`config.mk`:
```
export PLATFORM = sky130hd
export DESIGN_NAME = lamp_dimmer_serial_config_status
export DESIGN_NICKNAME = d
export VERILOG_FILES = /design/src/hw/lamp_cfg_pkg.sv /design/src/hw/lamp_dimmer_serial_config_status.sv /design/src/hw/pin_sync.sv
export SDC_FILE = /design/constraint.sdc
export NUM_CORES = 1
export LEC_CHECK = 0
export ABC_CLOCK_PERIOD_IN_PS = 2000
export BUFFER_PORTS_ARGS = -buffer_cell sky130_fd_sc_hd__buf_2
export CAP_MARGIN = 20
export CORE_MARGIN = 3
export CORE_UTILIZATION = 40
export CTS_CLUSTER_DIAMETER = 100
export DETAILED_ROUTE_END_ITERATION = 10
export HOLD_SLACK_MARGIN = 0.02
export PLACE_DENSITY_LB_ADDON = 0.08
export SETUP_SLACK_MARGIN = 0.2
export SLEW_MARGIN = 5
export SYNTH_ARGS = -nofsm -noshare
export SYNTH_HDL_FRONTEND = slang
export SYNTH_HIERARCHICAL = 1
export SYNTH_SLANG_ARGS = --single-unit
```
`constraint.sdc`:
```
create_clock -name clk -period 2 [get_ports clk]
set_input_delay 0 -clock clk [delete_from_list [all_inputs] [get_ports clk]]
set_output_delay 0 -clock clk [all_outputs]
set_load 0.01 [all_outputs]
```
`src/hw/lamp_cfg_pkg.sv`:
```
package lamp_cfg_pkg;

  // ****************************************************************
  // Serial link constants
  // ****************************************************************
  localparam logic [6:0] SLAVE_ADDR = 7'h2D;
  localparam logic [3:0] BITS_PER_BYTE = 4'h8;
  localparam logic [3:0] FIRST_BIT = 4'h1;
  localparam int ROUTE_BIT = 7;
  localparam int DIR_BIT = 0;
  localparam logic SDA_LOW = 1'b0;

  // ****************************************************************
  // Configuration latches and status byte
  // ****************************************************************
  typedef struct packed {
    logic full_shutdown_n;
    logic lamp_standby_n;
    logic [4:0] dac_code;
  } cfg_latch_t;

  localparam cfg_latch_t FIRST_INIT = 7'h10;
  localparam cfg_latch_t SECOND_INIT = 7'h70;
  localparam logic [1:0] UNUSED_STATUS = 2'h3;
  localparam logic FLAG_INIT = 1'b1;

  typedef struct packed {
    logic open_tube_ok_flag;
    logic [1:0] unused_ones;
    logic [4:0] dac_readback;
  } status_byte_t;

  // Gray codes along the usual path of a transaction.
  typedef enum logic [2:0] {
    ST_IDLE = 3'h0,
    ST_ADDR = 3'h1,
    ST_ADDR_ACK = 3'h3,
    ST_WR_DATA = 3'h2,
    ST_WR_ACK = 3'h6,
    ST_RD_DATA = 3'h7,
    ST_RD_ACK = 3'h5,
    ST_IGNORE = 3'h4
  } link_state_t;

endpackage : lamp_cfg_pkg

```
`src/hw/lamp_dimmer_serial_config_status.sv`:
```
// Overview of operation
// [RULE_01] A byte with bit 7 set loads its low seven bits into the second latch.
// [RULE_02] Select high and second shutdown bit zero: reference off, coarse regulator.
// [RULE_03] Select high and second shutdown bit one: reference and regulator fully on.
// [RULE_04] A latch's shutdown bit overrides its standby bit.
// [RULE_05] Select high, second standby zero: switch off, soft-start shorted, reference kept.
// [RULE_06] Second latch both bits one with select high: lamp supply runs normally.
// [RULE_07] Second latch powers up as shutdown 1, standby 1, DAC 10000.
// [RULE_08] Select high: second latch bits 4..0 drive the DAC code.
// [RULE_09] Status bit 7 is the open-tube flag, one means no fault, resets to one.
// [RULE_10] Open-tube sense above reference clears the flag at once; it stays cleared.
// [RULE_11] The flag rearms only in shutdown or standby of the active latch.
// [RULE_12] Status bits 6 and 5 always read one.
// [RULE_13] Status bits 4..0 show the DAC code of the selected latch.
// [RULE_14] Two 7-bit latches; the select pin picks the one in control.
// [RULE_15] Only slave address 0101101 is answered.
// [RULE_16] A byte with bit 7 clear loads its low seven bits into the first latch.
// [RULE_17] Select low: first latch controls; it powers up 0, 0, DAC 10000.
// [RULE_18] Status read by read-byte; the serial link keeps working in shutdown.
// [RULE_19] Other addresses change nothing and get no acknowledge.
`timescale 1ns/1ps
module lamp_dimmer_serial_config_status
  import lamp_cfg_pkg::*;
(
  input wire logic clk,
  input wire logic rst,
  input wire logic scl_in,
  input wire logic sda_in,
  output logic sda_out,
  output logic sda_oe_n,
  input wire logic set_select_pin,
  input wire logic open_tube_sense,
  output logic reference_on,
  output logic regulator_full,
  output logic lamp_switch_en,
  output logic soft_start_short,
  output logic [4:0] dac_code,
  output logic open_tube_ok_flag
);

  // ****************************************************************
  // Pin synchronisers and edge detection
  // ****************************************************************
  logic scl_s, sda_s, sel_s, otp_s;
  logic scl_d, sda_d;
  logic scl_rise, scl_fall, start_cond, stop_cond;

  pin_sync #(.WIDTH(4)) u_sync (
    .clk(clk),
    .rst(rst),
    .pin_in({scl_in, sda_in, set_select_pin, open_tube_sense}),
    .pin_out({scl_s, sda_s, sel_s, otp_s})
  );

  always_ff @(posedge clk) begin
    if (rst) begin
      scl_d <= 1'b1;
      sda_d <= 1'b1;
    end else begin
      scl_d <= scl_s;
      sda_d <= sda_s;
    end
  end

  assign scl_rise = scl_s & ~scl_d;
  assign scl_fall = ~scl_s & scl_d;
  assign start_cond = scl_s & scl_d & sda_d & ~sda_s;
  assign stop_cond = scl_s & scl_d & ~sda_d & sda_s;

  // ****************************************************************
  // Configuration latches and the active set
  // ****************************************************************
  cfg_latch_t latch_first, config_latch_second, active;
  status_byte_t status_word;
  link_state_t state;
  logic [7:0] rx_shift, tx_shift;
  logic [3:0] bit_cnt;
  logic read_dir, host_ack, first_byte, drive_low;
  logic wr_commit, status_load, lamp_off_req;

  assign wr_commit = scl_fall & ~start_cond & ~stop_cond &
                     (state == ST_WR_DATA) & (bit_cnt == BITS_PER_BYTE) &
                     first_byte;

  always_ff @(posedge clk) begin
    if (rst) begin
      latch_first <= FIRST_INIT; // [RULE_17]
      config_latch_second <= SECOND_INIT; // [RULE_07]
    end else if (wr_commit) begin
      if (rx_shift[ROUTE_BIT]) begin
        config_latch_second <= rx_shift[6:0]; // [RULE_01]
      end else begin
        latch_first <= rx_shift[6:0]; // [RULE_16]
      end
    end
  end

  // The select pin is sampled, so a swap of sets lands three edges late.
  always_ff @(posedge clk) begin
    if (rst) begin
      active <= FIRST_INIT;
    end else begin
      active <= sel_s ? config_latch_second : latch_first; // [RULE_14]
    end
  end

  assign reference_on = active.full_shutdown_n; // [RULE_02] [RULE_03]
  assign regulator_full = active.full_shutdown_n;
  assign lamp_switch_en = active.full_shutdown_n &
                          active.lamp_standby_n; // [RULE_04] [RULE_06]
  assign soft_start_short = ~lamp_switch_en; // [RULE_05]
  assign dac_code = active.dac_code; // [RULE_08] [RULE_17]
  assign lamp_off_req = ~active.full_shutdown_n | ~active.lamp_standby_n;

  // ****************************************************************
  // Open-tube flag
  // ****************************************************************
  // A trip wins over a rearm in the same cycle so no fault is lost.
  always_ff @(posedge clk) begin
    if (rst) begin
      open_tube_ok_flag <= FLAG_INIT; // [RULE_09]
    end else if (otp_s) begin
      open_tube_ok_flag <= 1'b0; // [RULE_10]
    end else if (lamp_off_req) begin
      open_tube_ok_flag <= 1'b1; // [RULE_11]
    end
  end

  assign status_word = {open_tube_ok_flag, UNUSED_STATUS,
                        active.dac_code}; // [RULE_12] [RULE_13]

  // ****************************************************************
  // Serial slave engine
  // ****************************************************************
  assign status_load = scl_fall & ~start_cond & ~stop_cond &
                       (((state == ST_ADDR_ACK) & read_dir) |
                        ((state == ST_RD_ACK) & host_ack)); // [RULE_18]

  // The engine is never gated by the lamp state, so it runs in shutdown.
  always_ff @(posedge clk) begin
    if (rst) begin
      state <= ST_IDLE;
      rx_shift <= '0;
      tx_shift <= '0;
      bit_cnt <= '0;
      read_dir <= 1'b0;
      host_ack <= 1'b0;
      first_byte <= 1'b0;
      drive_low <= 1'b0;
    end else if (start_cond) begin
      state <= ST_ADDR;
      bit_cnt <= '0;
      drive_low <= 1'b0;
    end else if (stop_cond) begin
      state <= ST_IDLE;
      drive_low <= 1'b0;
    end else if (scl_rise) begin
      if (state == ST_ADDR || state == ST_WR_DATA) begin
        rx_shift <= {rx_shift[6:0], sda_s};
        bit_cnt <= bit_cnt + 4'h1;
      end
      if (state == ST_RD_ACK) begin
        host_ack <= ~sda_s;
      end
    end else if (scl_fall) begin
      unique case (state)
        ST_ADDR: begin
          if (bit_cnt == BITS_PER_BYTE) begin
            if (rx_shift[7:1] == SLAVE_ADDR) begin // [RULE_15]
              state <= ST_ADDR_ACK;
              drive_low <= 1'b1;
              read_dir <= rx_shift[DIR_BIT];
              first_byte <= 1'b1;
            end else begin
              state <= ST_IGNORE; // [RULE_19]
            end
          end
        end
        ST_ADDR_ACK, ST_RD_ACK: begin
          if (status_load) begin
            state <= ST_RD_DATA;
            tx_shift <= status_word;
            drive_low <= ~status_word[7];
            bit_cnt <= FIRST_BIT;
          end else if (state == ST_ADDR_ACK) begin
            state <= ST_WR_DATA;
            drive_low <= 1'b0;
            bit_cnt <= '0;
          end else begin
            state <= ST_IGNORE;
            drive_low <= 1'b0;
          end
        end
        ST_WR_DATA: begin
          if (bit_cnt == BITS_PER_BYTE) begin
            state <= ST_WR_ACK;
            drive_low <= 1'b1;
          end
        end
        ST_WR_ACK: begin
          state <= ST_WR_DATA;
          drive_low <= 1'b0;
          bit_cnt <= '0;
          first_byte <= 1'b0;
        end
        ST_RD_DATA: begin
          if (bit_cnt == BITS_PER_BYTE) begin
            state <= ST_RD_ACK;
            drive_low <= 1'b0;
          end else begin
            drive_low <= ~tx_shift[6];
            tx_shift <= {tx_shift[6:0], 1'b1};
            bit_cnt <= bit_cnt + 4'h1;
          end
        end
        ST_IDLE, ST_IGNORE: begin
        end
      endcase
    end
  end

  assign sda_out = SDA_LOW;
  assign sda_oe_n = ~drive_low;

  // ****************************************************************
  // Checks
  // ****************************************************************
  second_write_a: assert property (@(posedge clk) disable iff (rst) // [RULE_01]
    wr_commit && rx_shift[7] |=> config_latch_second == $past(rx_shift[6:0])
      && $stable(latch_first))
    else $error("Second latch not loaded from routed byte.");

  first_write_a: assert property (@(posedge clk) disable iff (rst) // [RULE_16]
    wr_commit && !rx_shift[7] |=> latch_first == $past(rx_shift[6:0])
      && $stable(config_latch_second))
    else $error("First latch not loaded from routed byte.");

  full_shutdown_a: assert property (@(posedge clk) disable iff (rst) // [RULE_02]
    sel_s && !config_latch_second.full_shutdown_n |=>
      !reference_on && !regulator_full && !lamp_switch_en)
    else $error("Shutdown did not turn reference and lamp off.");

  standby_only_a: assert property (@(posedge clk) disable iff (rst) // [RULE_05]
    sel_s && config_latch_second.full_shutdown_n
      && !config_latch_second.lamp_standby_n |=>
      soft_start_short && !lamp_switch_en && reference_on)
    else $error("Standby did not hold the switch off alone.");

  normal_run_a: assert property (@(posedge clk) disable iff (rst) // [RULE_06]
    sel_s && config_latch_second.full_shutdown_n
      && config_latch_second.lamp_standby_n |=>
      lamp_switch_en && regulator_full && !soft_start_short)
    else $error("Lamp supply not running in normal mode.");

  power_up_a: assert property (@(posedge clk) disable iff (rst) // [RULE_07]
    $past(rst) |-> config_latch_second == SECOND_INIT
      && latch_first == FIRST_INIT && open_tube_ok_flag)
    else $error("Latches or flag wrong after reset.");

  dac_select_a: assert property (@(posedge clk) disable iff (rst) // [RULE_08]
    1'b1 |=> dac_code == ($past(sel_s) ? $past(config_latch_second.dac_code)
      : $past(latch_first.dac_code)))
    else $error("DAC code not taken from the selected latch.");

  flag_trip_a: assert property (@(posedge clk) disable iff (rst) // [RULE_10]
    otp_s |=> !open_tube_ok_flag)
    else $error("Open-tube trip did not clear the flag.");

  flag_hold_a: assert property (@(posedge clk) disable iff (rst) // [RULE_11]
    !open_tube_ok_flag && !lamp_off_req |=> !open_tube_ok_flag)
    else $error("Flag rearmed without shutdown or standby.");

  flag_rearm_a: assert property (@(posedge clk) disable iff (rst) // [RULE_11]
    !otp_s && lamp_off_req |=> open_tube_ok_flag)
    else $error("Flag not rearmed in shutdown or standby.");

  status_load_a: assert property (@(posedge clk) disable iff (rst) // [RULE_13]
    status_load |=> tx_shift == $past(status_word)
      && tx_shift[6:5] == UNUSED_STATUS)
    else $error("Status byte loaded with wrong content.");

  foreign_addr_a: assert property (@(posedge clk) disable iff (rst) // [RULE_19]
    state == ST_IGNORE |-> sda_oe_n && !wr_commit)
    else $error("Foreign transaction was answered.");

endmodule : lamp_dimmer_serial_config_status

```
`src/hw/pin_sync.sv`:
```
`timescale 1ns/1ps
module pin_sync #(
  parameter int WIDTH = 1
) (
  input wire logic clk,
  input wire logic rst,
  input wire logic [WIDTH-1:0] pin_in,
  output logic [WIDTH-1:0] pin_out
);
  logic [WIDTH-1:0] stage_one;

  // ****************************************************************
  // Two flip-flops; the first one feeds only the second.
  // ****************************************************************
  always_ff @(posedge clk) begin
    if (rst) begin
      stage_one <= '0;
      pin_out <= '0;
    end else begin
      stage_one <= pin_in;
      pin_out <= stage_one;
    end
  end
endmodule : pin_sync

```
==> run metrics <==
Final period util=0.962; Crit Path Max Fanout=7; Mean Syn Cell Area=about 9 um2; overall routing resource usage=0.159; cts bufs inserted=9; Distinct cells, synth=43; status=completed; Leak=roughly 1.4 nW; Worst R2R Setup Slack=around 0.076 ns; Final GP Congestion=around 0.84; Cells after Synth=285; WHS Path Cells=3; Met1 Wirelength=about 2700 um; H-tree levels=3; clk_lat worst skew=~0.33 ns; I/O pin count=18; Async S/R FF share, synth=0; uppermost routed layer=met4; Clk network pwr share=0.458; worst path cell trace=inv_2, ha_2, nand3b_1, a221oi_2, o32a_4, or4b_1, a21oi_2; final net count=around 330; DRT iter0 DRCs=a little under 90; CTS clk-pin slew, worst paths=approximately 0.060 ns; Setup TNS=0 ns; commonest non-fill, non-tap cell in the layout=dfxtp_1; Slowest-stage cell, CP=or4b_1; beginning of the worst register-to-register path=bit_cnt[0]; slew of the pin with the lowest slew margin=around 0.73 ns; Syn-to-layout area delta=20.5%; pwr/cell area=roughly 750 nW/um2; Worst path max stage delay=0.54 ns; Mapped Area=between 2000 and 3000 um2; critical path's top delay family=simple AND/OR/NAND/NOR gates; max cap viols=0; root buffer cell=clkbuf_8; worst setup path startpoint=bit_cnt[0]; initial antenna violation count=0; Final Power=2.34 mW; final setup skew=~0.0056 ns; Worst IR Drop VDD=0.502 mV; met3 wire len=roughly 180 um; Flop pwr share=0.504; Worst setup EP type=register; Cell Rows=28; synthesis-stage register bit count=58; f_max=just over 500 MHz; RR Endpoint=bit_cnt[2]; Placeable Area=between 6000 and 7000 um2; global-route wire length before repair=roughly 9200 um; Final Hold Vio Count=0; Max Slew Vio Count=0; YS warnings=6; GRT overflow=0; hold slack=slightly below 0.08 ns; sequential area share after synthesis=0.447; Detail Route met2 WL=approximately 2500 um; port bufs=16; TritonRoute pass-1 iters=4; wirelength, routed=~5500 um; most frequent cells in the layout=dfxtp_1, mux2i_1, nor2_1; Die ar.=approximately 7500 um2; # diodes=0; CTS tree=done; min Tclk post-route=roughly 1.9 ns; vias in the first global route=about 1,900; max_slew headroom=0.510; Die H=86.6 um; Pint=approximately 1.9 mW; Vias per Instance=5.12; arrival time of the worst setup path=about 2.2 ns; Net Sw Power=about 0.5 mW; post-route non-filler standard cell count=396; Sw Share=0.210; unrepaired setup endpoints after global routing=true; CP Depth=7; crit start category=register; Buf/Inv on CP=1; via count=~2,000; WL/cell=between 10 and 15 um; Mapped Nets=between 200 and 300; total clock sinks=58; required time worst endpoint=between 2 and 2.5 ns; pin count of the biggest net entering global routing=43; Hold Path Class=input pin to register; Post-synth EDFFs=0; DRC Markers=0; placed cells=around 370; CTS Buffer Depth=2; Critical Path End=bit_cnt[2]; Setup violations, final=0; HPWL after DPL=3760 um; crit path kind=register to register; fillers=600; Gate power share=0.039; initial core utilization=0.426; Antenna Nets Post-Route=0; R2R cell count=7; die width=86.6 um; Post-Route Utilization=0.513; Synth Flop Type=dfxtp_1; share of layout cells above drive strength 1=0.224
-- registers in the layout (all words and copies together) (netlist names), 4 cells and up --
register / cells
u_sync/pin_out: 4
rx_shift: 8
tx_shift: 7
dac_code: 5
u_sync/stage_one: 4
latch_first: 7
bit_cnt: 4
config_latch_second: 7
-- cells by family (layout without fill, tap and decap cells) --
| family | Yosys count | count (layout) | synth area share |
|---|---|---|---|
| other | 1 | 1 | 0.00144 |
| adder cells (fa/ha/maj) | 5 | 5 | 0.0241 |
| AO/OA/AOI/OAI | 52 | 52 | 0.131 |
| flip-flops | 58 | 58 | 0.447 |
| AND/OR/NAND/NOR | 99 | 99 | 0.192 |
| buffers and inverters | 33 | 69 | 0.0631 |
| XOR/XNOR | 2 | 2 | 0.00675 |
| multiplexers | 35 | 35 | 0.135 |
-- repair_timing --
item	in CTS	in global routing
resized for setup	5	8
setup buffers	5	3
hold buffers	4	0
gates cloned	0	0
endpoints found under the setup margin	19	24
endpoints found under the hold margin	4	0
pin swaps	3	2
-- power by group through the flow --
stage	Sequential, mW	Combinational (mW)	Clock (mW)
3_5_place_dp	1.21	0.0773	0
6_report	1.18	0.0904	1.07
2_1_floorplan	1.20	0.0589	0
3_3_place_gp	1.21	0.0781	0
5_1_grt	1.18	0.100	1.16
4_1_cts	1.18	0.0878	1.12
-- synth_stat cells (2+ instances only) --
cell type,count,area (um2)
dfxtp_1,58,1160
and2_1,3,18.8
nand2_1,21,78.8
mux2i_1,35,350
nand3b_1,2,15.0
o21a_1,2,15.0
a21o_1,2,15.0
nor4_1,5,31.3
nor2b_1,12,75.1
a21boi_0,2,15.0
buf_4,8,60.1
buf_2,2,10.0
nand4_1,3,18.8
nor3_1,7,35.0
a21oi_1,18,90.1
inv_1,11,41.3
nor2_1,33,124
clkbuf_1,11,41.3
a211oi_1,8,60.1
o21ai_0,10,50.1
nand3_1,4,20.0
xor2_1,2,17.5
ha_1,5,62.6
and3b_1,2,17.5
-- metal layers --
metal	vias up	track usage
li1	1052	-
met1	940	0.216
met2	28	0.232
met3	6	0.0447
met4	0	0.0765
met5	-	0
-- worst min path at each step --
stage / startpoint / end
2_1_floorplan: rst / u_sync/pin_out[3]
3_5_place_dp: scl_in / u_sync/stage_one[3]
5_1_grt: rst / scl_d
4_1_cts: rst / scl_d
6_report: rst / scl_d
3_3_place_gp: sda_in / u_sync/stage_one[2]
-- stage by stage --
stage	worst slack [ns]	area, um2
CTS	0.0883	3080
global placement	0.0953	2790
detailed placement	0.0688	2790
finish	0.0758	3130
floorplan	0.149	2640
global route	-0.00310	3130
-- tightest hold or removal path: stages --
cell and delay (ns):
buf_2 0.08, inv_1 0.19, nand2_1 0.11
-- final cells by class --
type,instances,area [um2],area share
clock inverters,2,35.0,0.0112
inverters,11,43.8,0.0140
flip-flops and latches,58,1170,0.374
repair buffers,42,285,0.0912
multi-input cells,194,1340,0.428
well taps,75,93.8,0.0300
clock buffers,14,163,0.0520
No activity file was read; power rests on OpenSTA's default activity.
